File: src/design/rxie_consts.svh
// Register offsets, field positions and reset values of the receive-port interrupt block
`ifndef RXIE_CONSTS_SVH
`define RXIE_CONSTS_SVH

// ****************************************************************
// Register offsets
// ****************************************************************
`define RXIE_ADDR_EN_UPPER      8'hD8
`define RXIE_ADDR_EN_LOWER      8'hD9
`define RXIE_ADDR_PEND_UPPER    8'hDA
`define RXIE_ADDR_PEND_LOWER    8'hDB
`define RXIE_ADDR_STATUS_FIRST  8'hE0
`define RXIE_ADDR_STATUS_SECOND 8'hE1

// ****************************************************************
// Reset values
// ****************************************************************
`define RXIE_RST_EN_UPPER       3'h0
`define RXIE_RST_EN_LOWER       8'h00
`define RXIE_RST_RDATA          8'h00

// ****************************************************************
// Upper enable and pending bit positions
// ****************************************************************
`define RXIE_UP_CODING          2
`define RXIE_UP_ORDER           1
`define RXIE_UP_CHECK           0

// ****************************************************************
// Lower enable and pending bit positions
// ****************************************************************
`define RXIE_LO_LENGTH          6
`define RXIE_LO_COUNT           5
`define RXIE_LO_OVERFLOW        4
`define RXIE_LO_PARITY          2
`define RXIE_LO_PORT            1
`define RXIE_LO_LOCK            0

// ****************************************************************
// Internal pending vector positions
// ****************************************************************
`define RXIE_F_CHECK            0
`define RXIE_F_ORDER            1
`define RXIE_F_CODING           2
`define RXIE_F_LOCK             3
`define RXIE_F_PORT             4
`define RXIE_F_PARITY           5
`define RXIE_F_OVERFLOW         6
`define RXIE_F_COUNT            7
`define RXIE_F_LENGTH           8

// ****************************************************************
// Status register bit positions
// ****************************************************************
`define RXIE_S1_LOCK_CHG        0
`define RXIE_S1_PORT_VALID      1
`define RXIE_S1_PARITY          2
`define RXIE_S1_CHECK           3
`define RXIE_S1_ORDER           4
`define RXIE_S1_LOCK            5
`define RXIE_S2_COUNT           0
`define RXIE_S2_LENGTH          1
`define RXIE_S2_CODING          2
`define RXIE_S2_OVERFLOW        3

`endif

File: src/design/rxie_pkg.sv
// State types of the receive-port interrupt block
package rxie_pkg;

  localparam int FLAG_N = 9;

  typedef struct packed {
    logic [FLAG_N-1:0] flags;
  } rxie_flag_state_t;

  typedef struct packed {
    logic [15:0] prev;
    logic        primed;
    logic        change;
  } rxie_chg_state_t;

  typedef struct packed {
    logic [2:0] en_upper;
    logic [7:0] en_lower;
    logic [7:0] rdata;
    logic       rvalid;
    logic       irq;
  } rxie_top_state_t;

endpackage : rxie_pkg

File: src/design/rxie_change_det.sv
// Change detector that pulses when a sampled value differs from the last one
module rxie_change_det
(
  input  wire logic        i_clock,
  input  wire logic        i_nrst,
  input  wire logic [15:0] i_value,
  output logic             o_change
);

  rxie_pkg::rxie_chg_state_t st_reg;
  rxie_pkg::rxie_chg_state_t st_next;

  // ****************************************************************
  // Next state
  // ****************************************************************
  always_comb
  begin
    st_next        = st_reg;
    st_next.prev   = i_value;
    st_next.primed = 1'b1;
    // First sample after reset only primes the reference
    st_next.change = st_reg.primed && (i_value != st_reg.prev);
  end

  always_ff @(posedge i_clock)
  begin
    if (!i_nrst)
    begin
      st_reg <= '0;
    end
    else
    begin
      st_reg <= st_next;
    end
  end

  assign o_change = st_reg.change;

endmodule : rxie_change_det

File: src/design/rxie_flag_bank.sv
// Sticky pending flags, set by events and cleared per bit, set winning
module rxie_flag_bank
(
  input  wire logic                      i_clock,
  input  wire logic                      i_nrst,
  input  wire logic [rxie_pkg::FLAG_N-1:0] i_set,
  input  wire logic [rxie_pkg::FLAG_N-1:0] i_clr,
  output logic      [rxie_pkg::FLAG_N-1:0] o_flags
);

  rxie_pkg::rxie_flag_state_t   st_reg;
  rxie_pkg::rxie_flag_state_t   st_next;
  logic [rxie_pkg::FLAG_N-1:0]  bit_next;

  // ****************************************************************
  // Per-bit update
  // ****************************************************************
  for (genvar i = 0; i < rxie_pkg::FLAG_N; i++)
  begin : g_flag
    assign bit_next[i] = i_set[i] | (st_reg.flags[i] & ~i_clr[i]);
  end

  always_comb
  begin
    st_next       = st_reg;
    st_next.flags = bit_next;
  end

  always_ff @(posedge i_clock)
  begin
    if (!i_nrst)
    begin
      st_reg <= '0;
    end
    else
    begin
      st_reg <= st_next;
    end
  end

  assign o_flags = st_reg.flags;

endmodule : rxie_flag_bank

File: src/design/rxie_top.sv
// Receive-port interrupt enables, pending flags, read-clear status and interrupt output
`include "rxie_consts.svh"

// Contract
// - Upper enable bit 2 lets link coding errors raise the interrupt.
// - Upper enable bit 1 lets control channel order errors raise the interrupt.
// - Upper enable bit 0 lets control channel check failures raise the interrupt.
// - Lower enable bit 6 lets line length changes raise the interrupt.
// - Lower enable bit 5 lets line count changes raise the interrupt.
// - Lower enable bit 4 lets receive overflow raise the interrupt.
// - Lower enable bit 2 lets link parity errors raise the interrupt.
// - Lower enable bit 1 lets port-valid changes raise the interrupt.
// - Lower enable bit 0 lets lock changes raise the interrupt.
// - Reading first status clears order, check, parity, port and lock flags.
// - Reading second status clears length, count, overflow and coding flags.
module rxie_top
(
  input  wire logic        I_CLOCK,
  input  wire logic        I_NRST,
  input  wire logic [7:0]  I_REG_ADDR,
  input  wire logic [7:0]  I_REG_WDATA,
  input  wire logic        I_REG_WR,
  input  wire logic        I_REG_RD,
  output logic      [7:0]  O_REG_RDATA,
  output logic             O_REG_RVALID,
  input  wire logic        I_LINK_CODING_ERR,
  input  wire logic        I_CTRL_CHAN_ORDER_ERR,
  input  wire logic        I_CTRL_CHAN_CHECK_ERR,
  input  wire logic        I_LINK_PARITY_ERR,
  input  wire logic        I_RX_OVERFLOW,
  input  wire logic        I_LOCK,
  input  wire logic        I_PORT_VALID,
  input  wire logic [15:0] I_LINE_LENGTH,
  input  wire logic [15:0] I_LINE_COUNT,
  output logic             O_IRQ
);

  // ****************************************************************
  // Declarations
  // ****************************************************************
  rxie_pkg::rxie_top_state_t     st_reg;
  rxie_pkg::rxie_top_state_t     st_next;
  logic [rxie_pkg::FLAG_N-1:0]   flags;
  logic [rxie_pkg::FLAG_N-1:0]   ev_set;
  logic [rxie_pkg::FLAG_N-1:0]   ev_clr;
  logic [rxie_pkg::FLAG_N-1:0]   enables;
  logic                          lock_chg;
  logic                          port_chg;
  logic                          length_chg;
  logic                          count_chg;
  logic                          rd_first;
  logic                          rd_second;
  logic                          wr_upper;
  logic                          wr_lower;
  logic [rxie_pkg::FLAG_N-1:0]   pend_hit;
  logic [15:0]                   lock_value;
  logic [15:0]                   port_value;

  // ****************************************************************
  // Address match used by read-clear and write decode paths
  // ****************************************************************
  function automatic logic addr_is(input logic [7:0] addr, input logic [7:0] target);
    addr_is = (addr == target);
  endfunction : addr_is

  // ****************************************************************
  // Level and value change detectors
  // ****************************************************************
  // Each detector needs one edge after reset before it can report a change
  // Single-bit levels share the sixteen-bit detector, zero extended
  assign lock_value = {15'h0000, I_LOCK};
  assign port_value = {15'h0000, I_PORT_VALID};

  rxie_change_det u_lock_chg
  (
    .i_clock  (I_CLOCK),
    .i_nrst   (I_NRST),
    .i_value  (lock_value),
    .o_change (lock_chg)
  );

  rxie_change_det u_port_chg
  (
    .i_clock  (I_CLOCK),
    .i_nrst   (I_NRST),
    .i_value  (port_value),
    .o_change (port_chg)
  );

  rxie_change_det u_length_chg
  (
    .i_clock  (I_CLOCK),
    .i_nrst   (I_NRST),
    .i_value  (I_LINE_LENGTH),
    .o_change (length_chg)
  );

  rxie_change_det u_count_chg
  (
    .i_clock  (I_CLOCK),
    .i_nrst   (I_NRST),
    .i_value  (I_LINE_COUNT),
    .o_change (count_chg)
  );

  // ****************************************************************
  // Event sources into the pending flags
  // ****************************************************************
  // Pulse inputs set their flag at the edge that samples them;
  // level and value changes set theirs one edge later, via the detectors
  always_comb
  begin
    ev_set                   = '0;
    ev_set[`RXIE_F_CODING]   = I_LINK_CODING_ERR;
    ev_set[`RXIE_F_ORDER]    = I_CTRL_CHAN_ORDER_ERR;
    ev_set[`RXIE_F_CHECK]    = I_CTRL_CHAN_CHECK_ERR;
    ev_set[`RXIE_F_LENGTH]   = length_chg;
    ev_set[`RXIE_F_COUNT]    = count_chg;
    ev_set[`RXIE_F_OVERFLOW] = I_RX_OVERFLOW;
    ev_set[`RXIE_F_PARITY]   = I_LINK_PARITY_ERR;
    ev_set[`RXIE_F_PORT]     = port_chg;
    ev_set[`RXIE_F_LOCK]     = lock_chg;
  end

  // ****************************************************************
  // Read-to-clear of the status registers
  // ****************************************************************
  assign rd_first  = I_REG_RD && addr_is(I_REG_ADDR, `RXIE_ADDR_STATUS_FIRST);
  assign rd_second = I_REG_RD && addr_is(I_REG_ADDR, `RXIE_ADDR_STATUS_SECOND);

  // ****************************************************************
  // Write decode of the two enable registers
  // ****************************************************************
  // Writes to any other address are ignored
  assign wr_upper  = I_REG_WR && addr_is(I_REG_ADDR, `RXIE_ADDR_EN_UPPER);
  assign wr_lower  = I_REG_WR && addr_is(I_REG_ADDR, `RXIE_ADDR_EN_LOWER);

  always_comb
  begin
    ev_clr                   = '0;
    ev_clr[`RXIE_F_ORDER]    = rd_first;
    ev_clr[`RXIE_F_CHECK]    = rd_first;
    ev_clr[`RXIE_F_PARITY]   = rd_first;
    ev_clr[`RXIE_F_PORT]     = rd_first;
    ev_clr[`RXIE_F_LOCK]     = rd_first;
    ev_clr[`RXIE_F_LENGTH]   = rd_second;
    ev_clr[`RXIE_F_COUNT]    = rd_second;
    ev_clr[`RXIE_F_OVERFLOW] = rd_second;
    ev_clr[`RXIE_F_CODING]   = rd_second;
  end

  // Set wins over a clear in the same cycle
  rxie_flag_bank u_flags
  (
    .i_clock  (I_CLOCK),
    .i_nrst   (I_NRST),
    .i_set    (ev_set),
    .i_clr    (ev_clr),
    .o_flags  (flags)
  );

  // ****************************************************************
  // Enable vector in pending order
  // ****************************************************************
  always_comb
  begin
    enables                   = '0;
    enables[`RXIE_F_CODING]   = st_reg.en_upper[`RXIE_UP_CODING];
    enables[`RXIE_F_ORDER]    = st_reg.en_upper[`RXIE_UP_ORDER];
    enables[`RXIE_F_CHECK]    = st_reg.en_upper[`RXIE_UP_CHECK];
    enables[`RXIE_F_LENGTH]   = st_reg.en_lower[`RXIE_LO_LENGTH];
    enables[`RXIE_F_COUNT]    = st_reg.en_lower[`RXIE_LO_COUNT];
    enables[`RXIE_F_OVERFLOW] = st_reg.en_lower[`RXIE_LO_OVERFLOW];
    enables[`RXIE_F_PARITY]   = st_reg.en_lower[`RXIE_LO_PARITY];
    enables[`RXIE_F_PORT]     = st_reg.en_lower[`RXIE_LO_PORT];
    enables[`RXIE_F_LOCK]     = st_reg.en_lower[`RXIE_LO_LOCK];
  end

  // ****************************************************************
  // Pending conditions whose enable is set
  // ****************************************************************
  // The interrupt is registered from these, so it trails by one edge
  assign pend_hit = flags & enables;

  // ****************************************************************
  // Read data assembly
  // ****************************************************************
  function automatic logic [7:0] read_byte
  (
    input logic [7:0]                  addr,
    input logic [2:0]                  en_up,
    input logic [7:0]                  en_lo,
    input logic [rxie_pkg::FLAG_N-1:0] f,
    input logic                        lock,
    input logic                        port_valid
  );
    logic [7:0] d;
    d = 8'h00;
    case (addr)
      `RXIE_ADDR_EN_UPPER:
      begin
        // Bits 7:3 read back as zero
        d[2:0] = en_up;
      end
      `RXIE_ADDR_EN_LOWER:
      begin
        d = en_lo;
      end
      `RXIE_ADDR_PEND_UPPER:
      begin
        d[`RXIE_UP_CODING] = f[`RXIE_F_CODING];
        d[`RXIE_UP_ORDER]  = f[`RXIE_F_ORDER];
        d[`RXIE_UP_CHECK]  = f[`RXIE_F_CHECK];
      end
      `RXIE_ADDR_PEND_LOWER:
      begin
        // Bits 7 and 3 carry no condition and read as zero
        d[`RXIE_LO_LENGTH]   = f[`RXIE_F_LENGTH];
        d[`RXIE_LO_COUNT]    = f[`RXIE_F_COUNT];
        d[`RXIE_LO_OVERFLOW] = f[`RXIE_F_OVERFLOW];
        d[`RXIE_LO_PARITY]   = f[`RXIE_F_PARITY];
        d[`RXIE_LO_PORT]     = f[`RXIE_F_PORT];
        d[`RXIE_LO_LOCK]     = f[`RXIE_F_LOCK];
      end
      `RXIE_ADDR_STATUS_FIRST:
      begin
        d[`RXIE_S1_LOCK_CHG]   = f[`RXIE_F_LOCK];
        d[`RXIE_S1_PORT_VALID] = port_valid;
        d[`RXIE_S1_PARITY]     = f[`RXIE_F_PARITY];
        d[`RXIE_S1_CHECK]      = f[`RXIE_F_CHECK];
        d[`RXIE_S1_ORDER]      = f[`RXIE_F_ORDER];
        d[`RXIE_S1_LOCK]       = lock;
      end
      `RXIE_ADDR_STATUS_SECOND:
      begin
        d[`RXIE_S2_COUNT]    = f[`RXIE_F_COUNT];
        d[`RXIE_S2_LENGTH]   = f[`RXIE_F_LENGTH];
        d[`RXIE_S2_CODING]   = f[`RXIE_F_CODING];
        d[`RXIE_S2_OVERFLOW] = f[`RXIE_F_OVERFLOW];
      end
      default:
      begin
        // Unmapped addresses read as zero
        d = 8'h00;
      end
    endcase
    read_byte = d;
  endfunction : read_byte

  // ****************************************************************
  // Next state
  // ****************************************************************
  always_comb
  begin
    st_next        = st_reg;
    st_next.rvalid = I_REG_RD;
    // Upper bits 7:3 are read-only zero; lower bits 7 and 3 are kept
    if (wr_upper)
    begin
      st_next.en_upper = I_REG_WDATA[2:0];
    end
    if (wr_lower)
    begin
      st_next.en_lower = I_REG_WDATA;
    end
    if (I_REG_RD)
    begin
      // Data is the value before any clear taken at this edge
      st_next.rdata = read_byte(I_REG_ADDR, st_reg.en_upper, st_reg.en_lower,
                                flags, I_LOCK, I_PORT_VALID);
    end
    st_next.irq = |pend_hit;
  end

  // ****************************************************************
  // State register
  // ****************************************************************
  always_ff @(posedge I_CLOCK)
  begin
    if (!I_NRST)
    begin
      // Pending flags and detectors reset inside their own modules
      st_reg.en_upper <= `RXIE_RST_EN_UPPER;
      st_reg.en_lower <= `RXIE_RST_EN_LOWER;
      st_reg.rdata    <= `RXIE_RST_RDATA;
      st_reg.rvalid   <= 1'b0;
      st_reg.irq      <= 1'b0;
    end
    else
    begin
      st_reg <= st_next;
    end
  end

  // ****************************************************************
  // Outputs
  // ****************************************************************
  assign O_REG_RDATA  = st_reg.rdata;
  assign O_REG_RVALID = st_reg.rvalid;
  assign O_IRQ        = st_reg.irq;

endmodule : rxie_top

File: config.mk
export PLATFORM = sky130hd
export DESIGN_NAME = rxie_top
export DESIGN_NICKNAME = d
export VERILOG_FILES = /design/src/design/rxie_pkg.sv /design/src/design/rxie_change_det.sv /design/src/design/rxie_flag_bank.sv /design/src/design/rxie_top.sv
export VERILOG_INCLUDE_DIRS = /design/src /design/src/design
export SDC_FILE = /design/constraint.sdc
export NUM_CORES = 1
export LEC_CHECK = 0
export BUFFER_PORTS_ARGS = -buffer_cell sky130_fd_sc_hd__clkbuf_2
export CAP_MARGIN = 30
export CORE_ASPECT_RATIO = 1.5
export CORE_MARGIN = 3
export CORE_UTILIZATION = 50
export CTS_BUF_LIST = sky130_fd_sc_hd__clkbuf_4 sky130_fd_sc_hd__clkbuf_8
export CTS_CLUSTER_SIZE = 10
export DETAILED_ROUTE_END_ITERATION = 10
export PLACE_DENSITY = 0.76
export REMOVE_ABC_BUFFERS = 1
export SETUP_SLACK_MARGIN = 0.02
export SLEW_MARGIN = 20
export SYNTH_ARGS = -nofsm -noshare
export SYNTH_HDL_FRONTEND = slang
export SYNTH_SLANG_ARGS = --single-unit
File: constraint.sdc
create_clock -name I_CLOCK -period 1.2 [get_ports I_CLOCK]
set_input_delay 0.06 -clock I_CLOCK [delete_from_list [all_inputs] [get_ports I_CLOCK]]
set_output_delay 0.06 -clock I_CLOCK [all_outputs]
set_load 0.02 [all_outputs]
==> load_flow_metrics.sql, run 1 <==
INSERT INTO impl_metrics (metric_group, metric, value, unit) VALUES
('clock_tree', 'cts-htree-levels', '3', ''),
('critical_path', 'setup.worst_path.start_class', 'flop', ''),
('grt', 'grt_use_total', '22.8', '%'),
('grt', 'grt_remaining_overflow', '0', ''),
('floorplan', 'core_area', '5570', 'um2'),
('placement', 'port-buffer-count', '68', ''),
('clock_tree', 'tritoncts', 'yes', ''),
('critical_path', 'critical_path_buf_inv_count', '0', ''),
('sta', 'finalCriticalPeriod', '1.15', 'ns'),
('synth', 'yosysSeqAreaShare', '47.3', '%'),
('grt', 'pin_count_of_the_biggest_net_entering_global_routing', '47', ''),
('sta', 'report.final.slew_viol_count', '0', ''),
('sta', 'min_period_over_period', '95.4', '%'),
('placement', 'gp_congestion', '0.847', ''),
('routing', 'drt.antenna.violating_nets', '0', ''),
('final_layout', 'antennaDiodeCount', '0', ''),
('floorplan', 'starting_density_of_the_core', '52.4', '%'),
('sta', 'final_hold_viol_count', '0', ''),
('routing', 'drtPass1Iterations', '4', ''),
('power_and_ir_drop', 'power_frac_comb', '11.8', '%'),
('final_layout', 'final_cell_utilization_of_the_core', '73.3', '%'),
('grt', 'vias_in_the_first_global_route', '2599', ''),
('critical_path', 'library_cell_contributing_the_largest_single_delay_on_the_critical_path', 'dfxtp_2', ''),
('critical_path', 'worst_ep_required_time', '1.45', 'ns'),
('flow_run', 'maxCapViolations', '0', ''),
('sta', 'setup_repair_after_global_routing_missed_its_margin', 'yes', ''),
('grt', 'global_routing_met3_resource_utilization', '4.97', '%'),
('routing', 'detailed_route_wl', '7.02', 'mm'),
('grt', 'groute.layer.met2.usage', '40.0', '%'),
('grt', 'initial_antenna_violation_count', '0', ''),
('sta', 'setup_total_negative_slack', '0', 'ns'),
('synth', 'synth_top_flop_cell', 'dfxtp_1', ''),
('synth', 'synth_top_cell_area_share', '47.3', '%'),
('sta', 'tightestPinTransition', '0.457', 'ns'),
('floorplan', 'design.portCount', '69', ''),
('synth', 'synth.area.top_cells', 'dfxtp_1, xnor2_1, and2_1, mux2i_1, nand2_1', ''),
('clock_tree', 'tritoncts.num_buffers', '9', ''),
('critical_path', 'setup.worst_path.end_class', 'flop', ''),
('final_layout', 'design.final.nets', '471', ''),
('synth', 'synthesis.yosys.warnings', '0', ''),
('synth', 'synth_enable_flop_cells', '0', ''),
('outcome', 'outcome', 'completed', ''),
('clock_tree', 'worst_skew_pair.late_latency', '0.34', 'ns'),
('hold_path', 'hold_path.class', 'in2reg', ''),
('critical_path', 'critical-path-top-delay-family', 'simple AND/OR/NAND/NOR gates', ''),
('floorplan', 'fp-row-count', '33', ''),
('power_and_ir_drop', 'power.ir.vdd_worst', '1060', 'uV'),
('routing', 'drc_errors', '0', ''),
('power_and_ir_drop', 'clockPowerShare', '42.6', '%'),
('synth', 'syn-mean-instance-area', '9.97', 'um2'),
('critical_path', 'timing.critical_path.slowest_cell_delay', '0.33', 'ns'),
('final_layout', 'layout-drive-gt1-share', '28.1', '%'),
('synth', 'number_of_synthesized_register_bits', '69', ''),
('final_layout', 'max_reg_flops', '17', ''),
('power_and_ir_drop', 'switching_power', '1.14', 'mW'),
('sta', 'max-slew-margin-rel', '69.2', '%'),
('synth', 'asyncSetResetFlopFracSynth', '0', '%'),
('critical_path', 'worstPathArrival', '1.40', 'ns'),
('final_layout', 'fillCellCount', '396', ''),
('clock_tree', 'clockRootBuffer', 'clkbuf_8', ''),
('synth', 'synth_instances', '293', ''),
('clock_tree', 'worst_setup_hold_path_clk_slew', '0.07', 'ns'),
('critical_path', 'path_class', 'reg2reg', ''),
('synth', 'synthDistinctLibCells', '43', ''),
('grt', 'global_route.usage.met1', '23.6', '%'),
('clock_tree', 'cts.repair_timing.setup_buffer_count', '0', ''),
('power_and_ir_drop', 'power.switching_fraction', '21.1', '%'),
('sta', 'fin_worst_skew', '0.00594', 'ns'),
('routing', 'route.vias.total', '2489', ''),
('sta', 'max_freq', '0.873', 'GHz'),
('floorplan', 'die_w', '68.4', 'um');
## final timing paths
path,end,depth (start not counted),start,slack [ns]
worst min-delay path,O_REG_RDATA[2],3,I_REG_RD,0.12
worst max-delay path,O_REG_RDATA[2],4,u_flags.o_flags[2],0.05
worst min register to register,u_flags.o_flags[8],2,u_length_chg.o_change,0.44
worst max register to register,O_REG_RDATA[2],4,u_flags.o_flags[2],0.05
## worst register-to-register path, cell delays in order (launching register included)
cell	delay, ns
dfxtp_2	0.33
nand3b_1	0.08
or3_1	0.31
o211a_1	0.15
a211oi_2	0.20
## logic make-up (layout without fill, tap and decap cells)
family | count (synthesis) | count (layout) | share of synthesized area, %
simple gates | 112 | 112 | 23.0
mux | 18 | 18 | 6.34
buf+inv | 23 | 147 | 4.63
xor+xnor | 34 | 34 | 10.2
compound gates | 37 | 37 | 8.57
flops | 69 | 69 | 47.3
## timing repair
item | CTS | global route
endpoints found under the setup margin | 0 | 4
resized for setup | 0 | 6
hold endpoints to repair | 50 | 0
hold buffers | 47 | 0
## power by group through the flow
| stage | Clock [mW] | Sequential [mW] | Combinational [mW] |
|---|---|---|---|
| 2_1_floorplan | 0 | 2.49 | 0.248 |
| 3_3_place_gp | 0 | 2.49 | 0.492 |
| 3_5_place_dp | 0 | 2.50 | 0.503 |
| 4_1_cts | 2.34 | 2.45 | 0.624 |
| 5_1_grt | 2.45 | 2.46 | 0.700 |
| 6_report | 2.29 | 2.45 | 0.635 |
## cell usage after synthesis (4+ instances only)
cell      number
dfxtp_1       69
and2_1        34
xnor2_1       34
nand2_1       22
nor2_1        21
mux2i_1       14
a21oi_1       12
nand4_1       10
buf_4          9
clkbuf_1       7
o21ai_0        6
a31oi_1        5
mux2_2         4
nand3_1        4
nand3b_1       4
## layout make-up
type / instances / area, um2 / share of cell area [%]
multi-input combinational: 201 / 1430 / 35.0
sequential: 69 / 1380 / 33.9
timing repair buffer: 128 / 923 / 22.6
clock buffer: 12 / 153 / 3.74
clock inverter: 4 / 95.1 / 2.33
tap: 70 / 87.6 / 2.14
inverter: 3 / 11.3 / 0.276
## metrics by stage
step | hold WS (ns) | power [mW] | area, um2 | std cells | setup WS [ns]
after floorplan | 0.0877 | 2.74 | 2800 | 273 | 0.128
after global placement | 0.268 | 2.98 | 3340 | 425 | -0.0365
after detailed placement | 0.276 | 3.00 | 3340 | 425 | -0.106
after CTS | 0.0988 | 5.41 | 4060 | 488 | 0.0268
after global routing | 0.141 | 5.60 | 4090 | 487 | -0.00454
final | 0.115 | 5.37 | 4090 | 487 | 0.0550
## layout by cell type (no fill, tap or decap), drive strengths merged, types with 3 or more instances in the layout
cell type,synthesis,final
dfxtp,69,69
a21oi,12,12
and2,35,35
bufinv,0,3
nand3b,6,6
o21ai,6,6
a22oi,3,3
nor2,21,21
xnor2,34,34
nand4,10,10
nand3,4,4
a31oi,5,5
mux2,4,4
buf,13,14
nor4,3,3
nand2,22,22
dlygate4sd3,0,47
clkbuf,7,79
mux2i,14,14
## metal layers
layer	part of all wire, %	vias up
met3	4.8	24
met4	3.9	0
met1	37	1137
met2	54	94
li1	-	1234
met5	0	-
Power figures use the tool's default switching activity.
==> run 2, diff against run 1 <==
CORE_UTILIZATION = 48   (was 50)
CTS_BUF_LIST = unset   (was sky130_fd_sc_hd__clkbuf_4 sky130_fd_sc_hd__clkbuf_8)
PLACE_DENSITY = 0.73   (was 0.76)
==> load_flow_metrics.sql, run 2 (synthesis results as in run 1) <==
INSERT INTO impl_metrics (metric_group, metric, value, unit) VALUES
('clock_tree', 'cts-htree-levels', '3', ''),
('sta', 'max_freq', '0.855', 'GHz'),
('critical_path', 'worstPathArrival', '1.43', 'ns'),
('sta', 'tightestPinTransition', '0.445', 'ns'),
('outcome', 'outcome', 'completed', ''),
('critical_path', 'critical-path-top-delay-family', 'simple AND/OR/NAND/NOR gates', ''),
('sta', 'worst_hold_slack', '0.0872', 'ns'),
('floorplan', 'core_area', '5830', 'um2'),
('sta', 'setup_repair_after_global_routing_missed_its_margin', 'yes', ''),
('routing', 'detail_routed_net_length_per_standard_cell', '14.0', 'um'),
('final_layout', 'layout-drive-gt1-share', '28.6', '%'),
('floorplan', 'starting_density_of_the_core', '50.1', '%'),
('clock_tree', 'cts_sinks', '69', ''),
('critical_path', 'setup.worst_path.start_class', 'flop', ''),
('sta', 'max-slew-margin-rel', '70.1', '%'),
('final_layout', 'layout_commonest_cell', 'clkbuf_2', ''),
('sta', 'report.final.slew_viol_count', '0', ''),
('final_layout', 'final_cells', '492', ''),
('clock_tree', 'clockRootBuffer', 'clkbuf_8', ''),
('power_and_ir_drop', 'pwr_density_cell', '1270', 'nW/um2'),
('grt', 'grt_remaining_overflow', '0', ''),
('power_and_ir_drop', 'power.ir.vdd_worst', '969', 'uV'),
('flow_run', 'maxCapViolations', '0', ''),
('critical_path', 'worst_ep_required_time', '1.46', 'ns'),
('grt', 'vias_in_the_first_global_route', '2639', ''),
('floorplan', 'die_h', '102', 'um'),
('grt', 'pin_count_of_the_biggest_net_entering_global_routing', '40', ''),
('final_layout', 'antennaDiodeCount', '0', ''),
('routing', 'detailed_route_wl', '6.88', 'mm'),
('clock_tree', 'cts_max_path_buffers', '2', ''),
('grt', 'initial_antenna_violation_count', '0', ''),
('floorplan', 'fp-row-count', '34', ''),
('sta', 'finalCriticalPeriod', '1.17', 'ns'),
('routing', 'drtPass1Iterations', '4', ''),
('placement', 'gp_congestion', '0.826', ''),
('sta', 'min_period_over_period', '97.4', '%'),
('final_layout', 'layout-area-overhead-vs-synth', '40.1', '%'),
('placement', 'dp_hpwl', '4.80', 'mm'),
('critical_path', 'worst-path-max-fanout', '3', ''),
('critical_path', 'worstRegToRegCells', '4', ''),
('final_layout', 'max_reg_flops', '17', ''),
('hold_path', 'holdPathStages', '3', ''),
('routing', 'route.vias.total', '2480', ''),
('routing', 'number_of_vias_per_cell', '5.04', ''),
('grt', 'grt_use_total', '21.2', '%'),
('floorplan', 'design.portCount', '69', ''),
('clock_tree', 'cts.repair_timing.setup_buffer_count', '0', ''),
('grt', 'global_route_wire_length_before_repair', '11.8', 'mm'),
('critical_path', 'path_class', 'reg2reg', ''),
('clock_tree', 'worst_setup_hold_path_clk_slew', '0.07', 'ns'),
('routing', 'drt_iter0_markers', '121', ''),
('placement', 'post-place-ws', '-0.0860', 'ns'),
('sta', 'fin_worst_skew', '0.00801', 'ns'),
('critical_path', 'critical_path_buf_inv_count', '0', ''),
('critical_path', 'library_cell_contributing_the_largest_single_delay_on_the_critical_path', 'dfxtp_2', ''),
('clock_tree', 'worst_skew_pair.late_latency', '0.34', 'ns'),
('sta', 'final_hold_viol_count', '0', ''),
('critical_path', 'setup.worst_path.end_class', 'flop', ''),
('floorplan', 'die_w', '69.7', 'um'),
('critical_path', 'worstPathCellList', 'nand3b_1, or3_1, o211a_1, a211oi_2', ''),
('clock_tree', 'tritoncts', 'yes', ''),
('placement', 'place.detailed.instances', '429', ''),
('placement', 'port-buffer-count', '68', ''),
('power_and_ir_drop', 'cellLeakagePower', '1.71', 'nW'),
('critical_path', 'timing.critical_path.slowest_cell_delay', '0.36', 'ns'),
('sta', 'finalSetupViolCount', '0', ''),
('sta', 'post-route-worst-setup-slack', '0.0308', 'ns'),
('clock_tree', 'tritoncts.num_buffers', '9', ''),
('final_layout', 'most-common-layout-cells', 'clkbuf_2, dfxtp_1, dlygate4sd3_1', ''),
('final_layout', 'design.final.nets', '474', ''),
('hold_path', 'hold_path.class', 'in2reg', ''),
('routing', 'drt.antenna.violating_nets', '0', ''),
('critical_path', 'critical_path_cell_count', '4', ''),
('routing', 'drc_errors', '0', ''),
('floorplan', 'die_area', '7080', 'um2');
==> run 2: where the power goes <==
part | leakage [nW] | switching [mW] | internal [mW]
combinational | 1.02 | 0.268 | 0.374
sequential | 0.570 | 0.0580 | 2.39
clock | 0.116 | 0.831 | 1.28
==> run 2: path summary, 6_finish.rpt <==
| check | startpoint | end | slack (ns) |
|---|---|---|---|
| min | I_NRST | st_reg[13] | 0.09 |
| max | u_flags.o_flags[0] | O_REG_RDATA[0] | 0.03 |
| min reg2reg | u_count_chg.o_change | u_flags.o_flags[7] | 0.44 |
| max reg2reg | u_flags.o_flags[0] | O_REG_RDATA[0] | 0.03 |
==> run 2: timing repair <==
action	CTS	global route
hold buffers	47	0
setup endpoints to repair	1	5
gates resized for setup	1	6
endpoints found under the hold margin	50	0
pin swaps	0	5
==> run 2: routing by layer <==
metal,wire length (um),global-route usage [%],part of all wire [%],vias up
li1,-,-,-,1241
met1,2580,22.2,37,1147
met2,3710,39.4,54,74
met3,346,5.06,5.0,18
met4,240,10.8,3.5,0
met5,0,0,0,-
==> run 2: layout make-up <==
type	instances	area, um2
Clock buffer	12	155
Clock inverter	4	70.1
Fill cell	459	1740
Inverter	3	11.3
Multi-Input combinational cell	201	1440
Sequential cell	69	1380
Tap cell	72	90.1
Timing Repair Buffer	131	943
==> run 2: stage by stage <==
step	power (mW)	area, um2	setup TNS (ns)	utilization [%]
5_1_grt	5.42	4090	-0.0425	70.2
4_1_cts	5.24	4060	0	69.6
3_5_place_dp	3.01	3360	-0.628	57.6
3_3_place_gp	3.00	3360	-0.202	57.6
6_report	5.20	4090	0	70.2
2_1_floorplan	2.74	2800	0	-
==> run 2: worst min-delay path, cell delays in order <==
cell      delay [ns]
clkbuf_2        0.17
nand2_1         0.10
mux2i_1         0.05
==> run 3, diff against run 2 <==
GPL_ROUTABILITY_DRIVEN = 0   (was unset)
RECOVER_POWER = 50   (was unset)
==> load_flow_metrics.sql, run 3 (synthesis results as in run 1) <==
INSERT INTO impl_metrics (metric_group, metric, value, unit) VALUES
('clock_tree', 'cts_max_path_buffers', '2', ''),
('final_layout', 'most-common-layout-cells', 'dfxtp_1, clkbuf_2, dlygate4sd3_1', ''),
('critical_path', 'path_class', 'reg2reg', ''),
('power_and_ir_drop', 'pwr_density_cell', '1280', 'nW/um2'),
('clock_tree', 'cts-htree-levels', '3', ''),
('routing', 'route.vias.total', '2473', ''),
('floorplan', 'starting_density_of_the_core', '50.1', '%'),
('grt', 'grt_remaining_overflow', '0', ''),
('hold_path', 'hold_end', 'st_reg[13]', ''),
('final_layout', 'final_cells', '492', ''),
('final_layout', 'layout_commonest_cell', 'dfxtp_1', ''),
('final_layout', 'fillCellCount', '465', ''),
('sta', 'min_period_over_period', '97.4', '%'),
('placement', 'dp_hpwl', '4.80', 'mm'),
('critical_path', 'worstRegToRegCells', '4', ''),
('sta', 'tightestPinTransition', '0.617', 'ns'),
('critical_path', 'worst_r2r_startpoint', 'u_flags.o_flags[0]', ''),
('clock_tree', 'cts_sinks', '69', ''),
('power_and_ir_drop', 'power.ir.vdd_worst', '968', 'uV'),
('routing', 'detail_routed_net_length_per_standard_cell', '14.0', 'um'),
('placement', 'port-buffer-count', '68', ''),
('placement', 'post-place-ws', '-0.0860', 'ns'),
('clock_tree', 'tritoncts.num_buffers', '9', ''),
('sta', 'final_hold_viol_count', '0', ''),
('sta', 'report.final.slew_viol_count', '0', ''),
('sta', 'post-route-worst-setup-slack', '0.0312', 'ns'),
('routing', 'drc_errors', '0', ''),
('routing', 'drt_iter0_markers', '131', ''),
('hold_path', 'holdPathStages', '3', ''),
('critical_path', 'worstPathArrival', '1.43', 'ns'),
('routing', 'detailed_route_wl', '6.91', 'mm'),
('sta', 'setup_repair_after_global_routing_missed_its_margin', 'yes', ''),
('floorplan', 'die_w', '69.7', 'um'),
('routing', 'drtPass1Iterations', '4', ''),
('critical_path', 'timing.reg2reg.setup_slack', '0.03', 'ns'),
('floorplan', 'design.portCount', '69', ''),
('final_layout', 'layout-area-overhead-vs-synth', '39.3', '%'),
('sta', 'finalSetupViolCount', '0', ''),
('critical_path', 'worst-path-max-fanout', '3', ''),
('hold_path', 'hold_path.class', 'in2reg', ''),
('sta', 'max_freq', '0.856', 'GHz'),
('sta', 'max-slew-margin-rel', '58.8', '%'),
('grt', 'vias_in_the_first_global_route', '2639', ''),
('clock_tree', 'clockRootBuffer', 'clkbuf_8', ''),
('grt', 'global_route_wire_length_before_repair', '11.8', 'mm'),
('final_layout', 'antennaDiodeCount', '0', ''),
('final_layout', 'layout-drive-gt1-share', '26.9', '%'),
('clock_tree', 'worst_skew_pair.late_latency', '0.34', 'ns'),
('grt', 'pin_count_of_the_biggest_net_entering_global_routing', '40', ''),
('outcome', 'outcome', 'completed', ''),
('floorplan', 'core_area', '5830', 'um2'),
('placement', 'place.detailed.instances', '429', ''),
('hold_path', 'min-delay-start', 'I_NRST', ''),
('floorplan', 'die_h', '102', 'um'),
('grt', 'grt_use_total', '21.2', '%'),
('floorplan', 'fp-row-count', '34', ''),
('power_and_ir_drop', 'cellLeakagePower', '1.68', 'nW'),
('critical_path', 'setup.worst_path.start_class', 'flop', ''),
('floorplan', 'die_area', '7080', 'um2'),
('final_layout', 'finalInstanceArea', '4070', 'um2'),
('sta', 'finalCriticalPeriod', '1.17', 'ns'),
('critical_path', 'crit-reg2reg-capture', 'O_REG_RDATA[0]', ''),
('routing', 'number_of_vias_per_cell', '5.03', ''),
('flow_run', 'maxCapViolations', '0', ''),
('routing', 'drt.antenna.violating_nets', '0', ''),
('sta', 'fin_worst_skew', '0.00824', 'ns'),
('final_layout', 'max_reg_flops', '17', ''),
('clock_tree', 'worst_setup_hold_path_clk_slew', '0.07', 'ns'),
('clock_tree', 'tritoncts', 'yes', ''),
('critical_path', 'worst_ep_required_time', '1.46', 'ns'),
('placement', 'placed_cell_area', '3360', 'um2'),
('grt', 'initial_antenna_violation_count', '0', ''),
('critical_path', 'setup.worst_path.end_class', 'flop', ''),
('final_layout', 'design.final.nets', '474', '');
run 3: stage by stage:
stage	hold slack [ns]	setup TNS [ns]	total power [mW]	util, %
3_5_place_dp	0.279	-0.628	3.01	57.6
6_report	0.105	0	5.19	69.8
5_1_grt	0.114	-0.0425	5.41	69.8
4_1_cts	0.0705	0	5.24	69.6
3_3_place_gp	0.269	-0.202	3.00	57.6
2_1_floorplan	0.0877	0	2.74	-
run 3: power by group:
group	switching [mW]	leakage (nW)	total (mW)	internal, mW
clock network	0.836	0.116	2.11	1.28
logic	0.268	0.989	0.631	0.364
registers	0.0580	0.570	2.45	2.39
total	1.16	1.68	5.19	4.03
run 3: repair_timing:
action | in CTS | in global routing
setup endpoints to repair | 1 | 5
hold buffers | 47 | 0
hold endpoints to repair | 50 | 0
setup buffers | 0 | 0
gates resized for setup | 1 | 6
pin swaps | 0 | 5
run 3: cell type report:
type	count	area, um2	area share (%)
Clock buffer	12	155	3.81
Sequential cell	69	1380	34.0
Inverter	3	11.3	0.277
Clock inverter	4	70.1	1.72
Tap cell	72	90.1	2.21
Timing Repair Buffer	131	920	22.6
Multi-Input combinational cell	201	1440	35.3
run 3: worst max-delay path: stages (launching register included):
cell	delay, ns
dfxtp_2	0.36
nand3b_1	0.08
or3_1	0.31
o211a_1	0.15
a211oi_2	0.20
run 3: how the worst max path moves through the flow:
stage,startpoint,slack [ns],to
floorplan,I_REG_ADDR[5],0.13,enables[3]
global placement,I_REG_ADDR[5],-0.03,st_reg[17]
detailed placement,I_REG_ADDR[3],-0.09,O_REG_RDATA[0]
CTS,u_flags.o_flags[0],0.02,O_REG_RDATA[0]
global route,u_flags.o_flags[0],-0.03,O_REG_RDATA[0]
finish,u_flags.o_flags[0],0.03,O_REG_RDATA[0]
run 3: per-layer routing:
metal | GRT usage, % | vias to the layer above | wire length (um)
met3 | 5.06 | 19 | 334
li1 | - | 1241 | -
met4 | 10.8 | 0 | 236
met2 | 39.4 | 69 | 3720
met5 | 0 | - | 0
met1 | 22.2 | 1144 | 2610
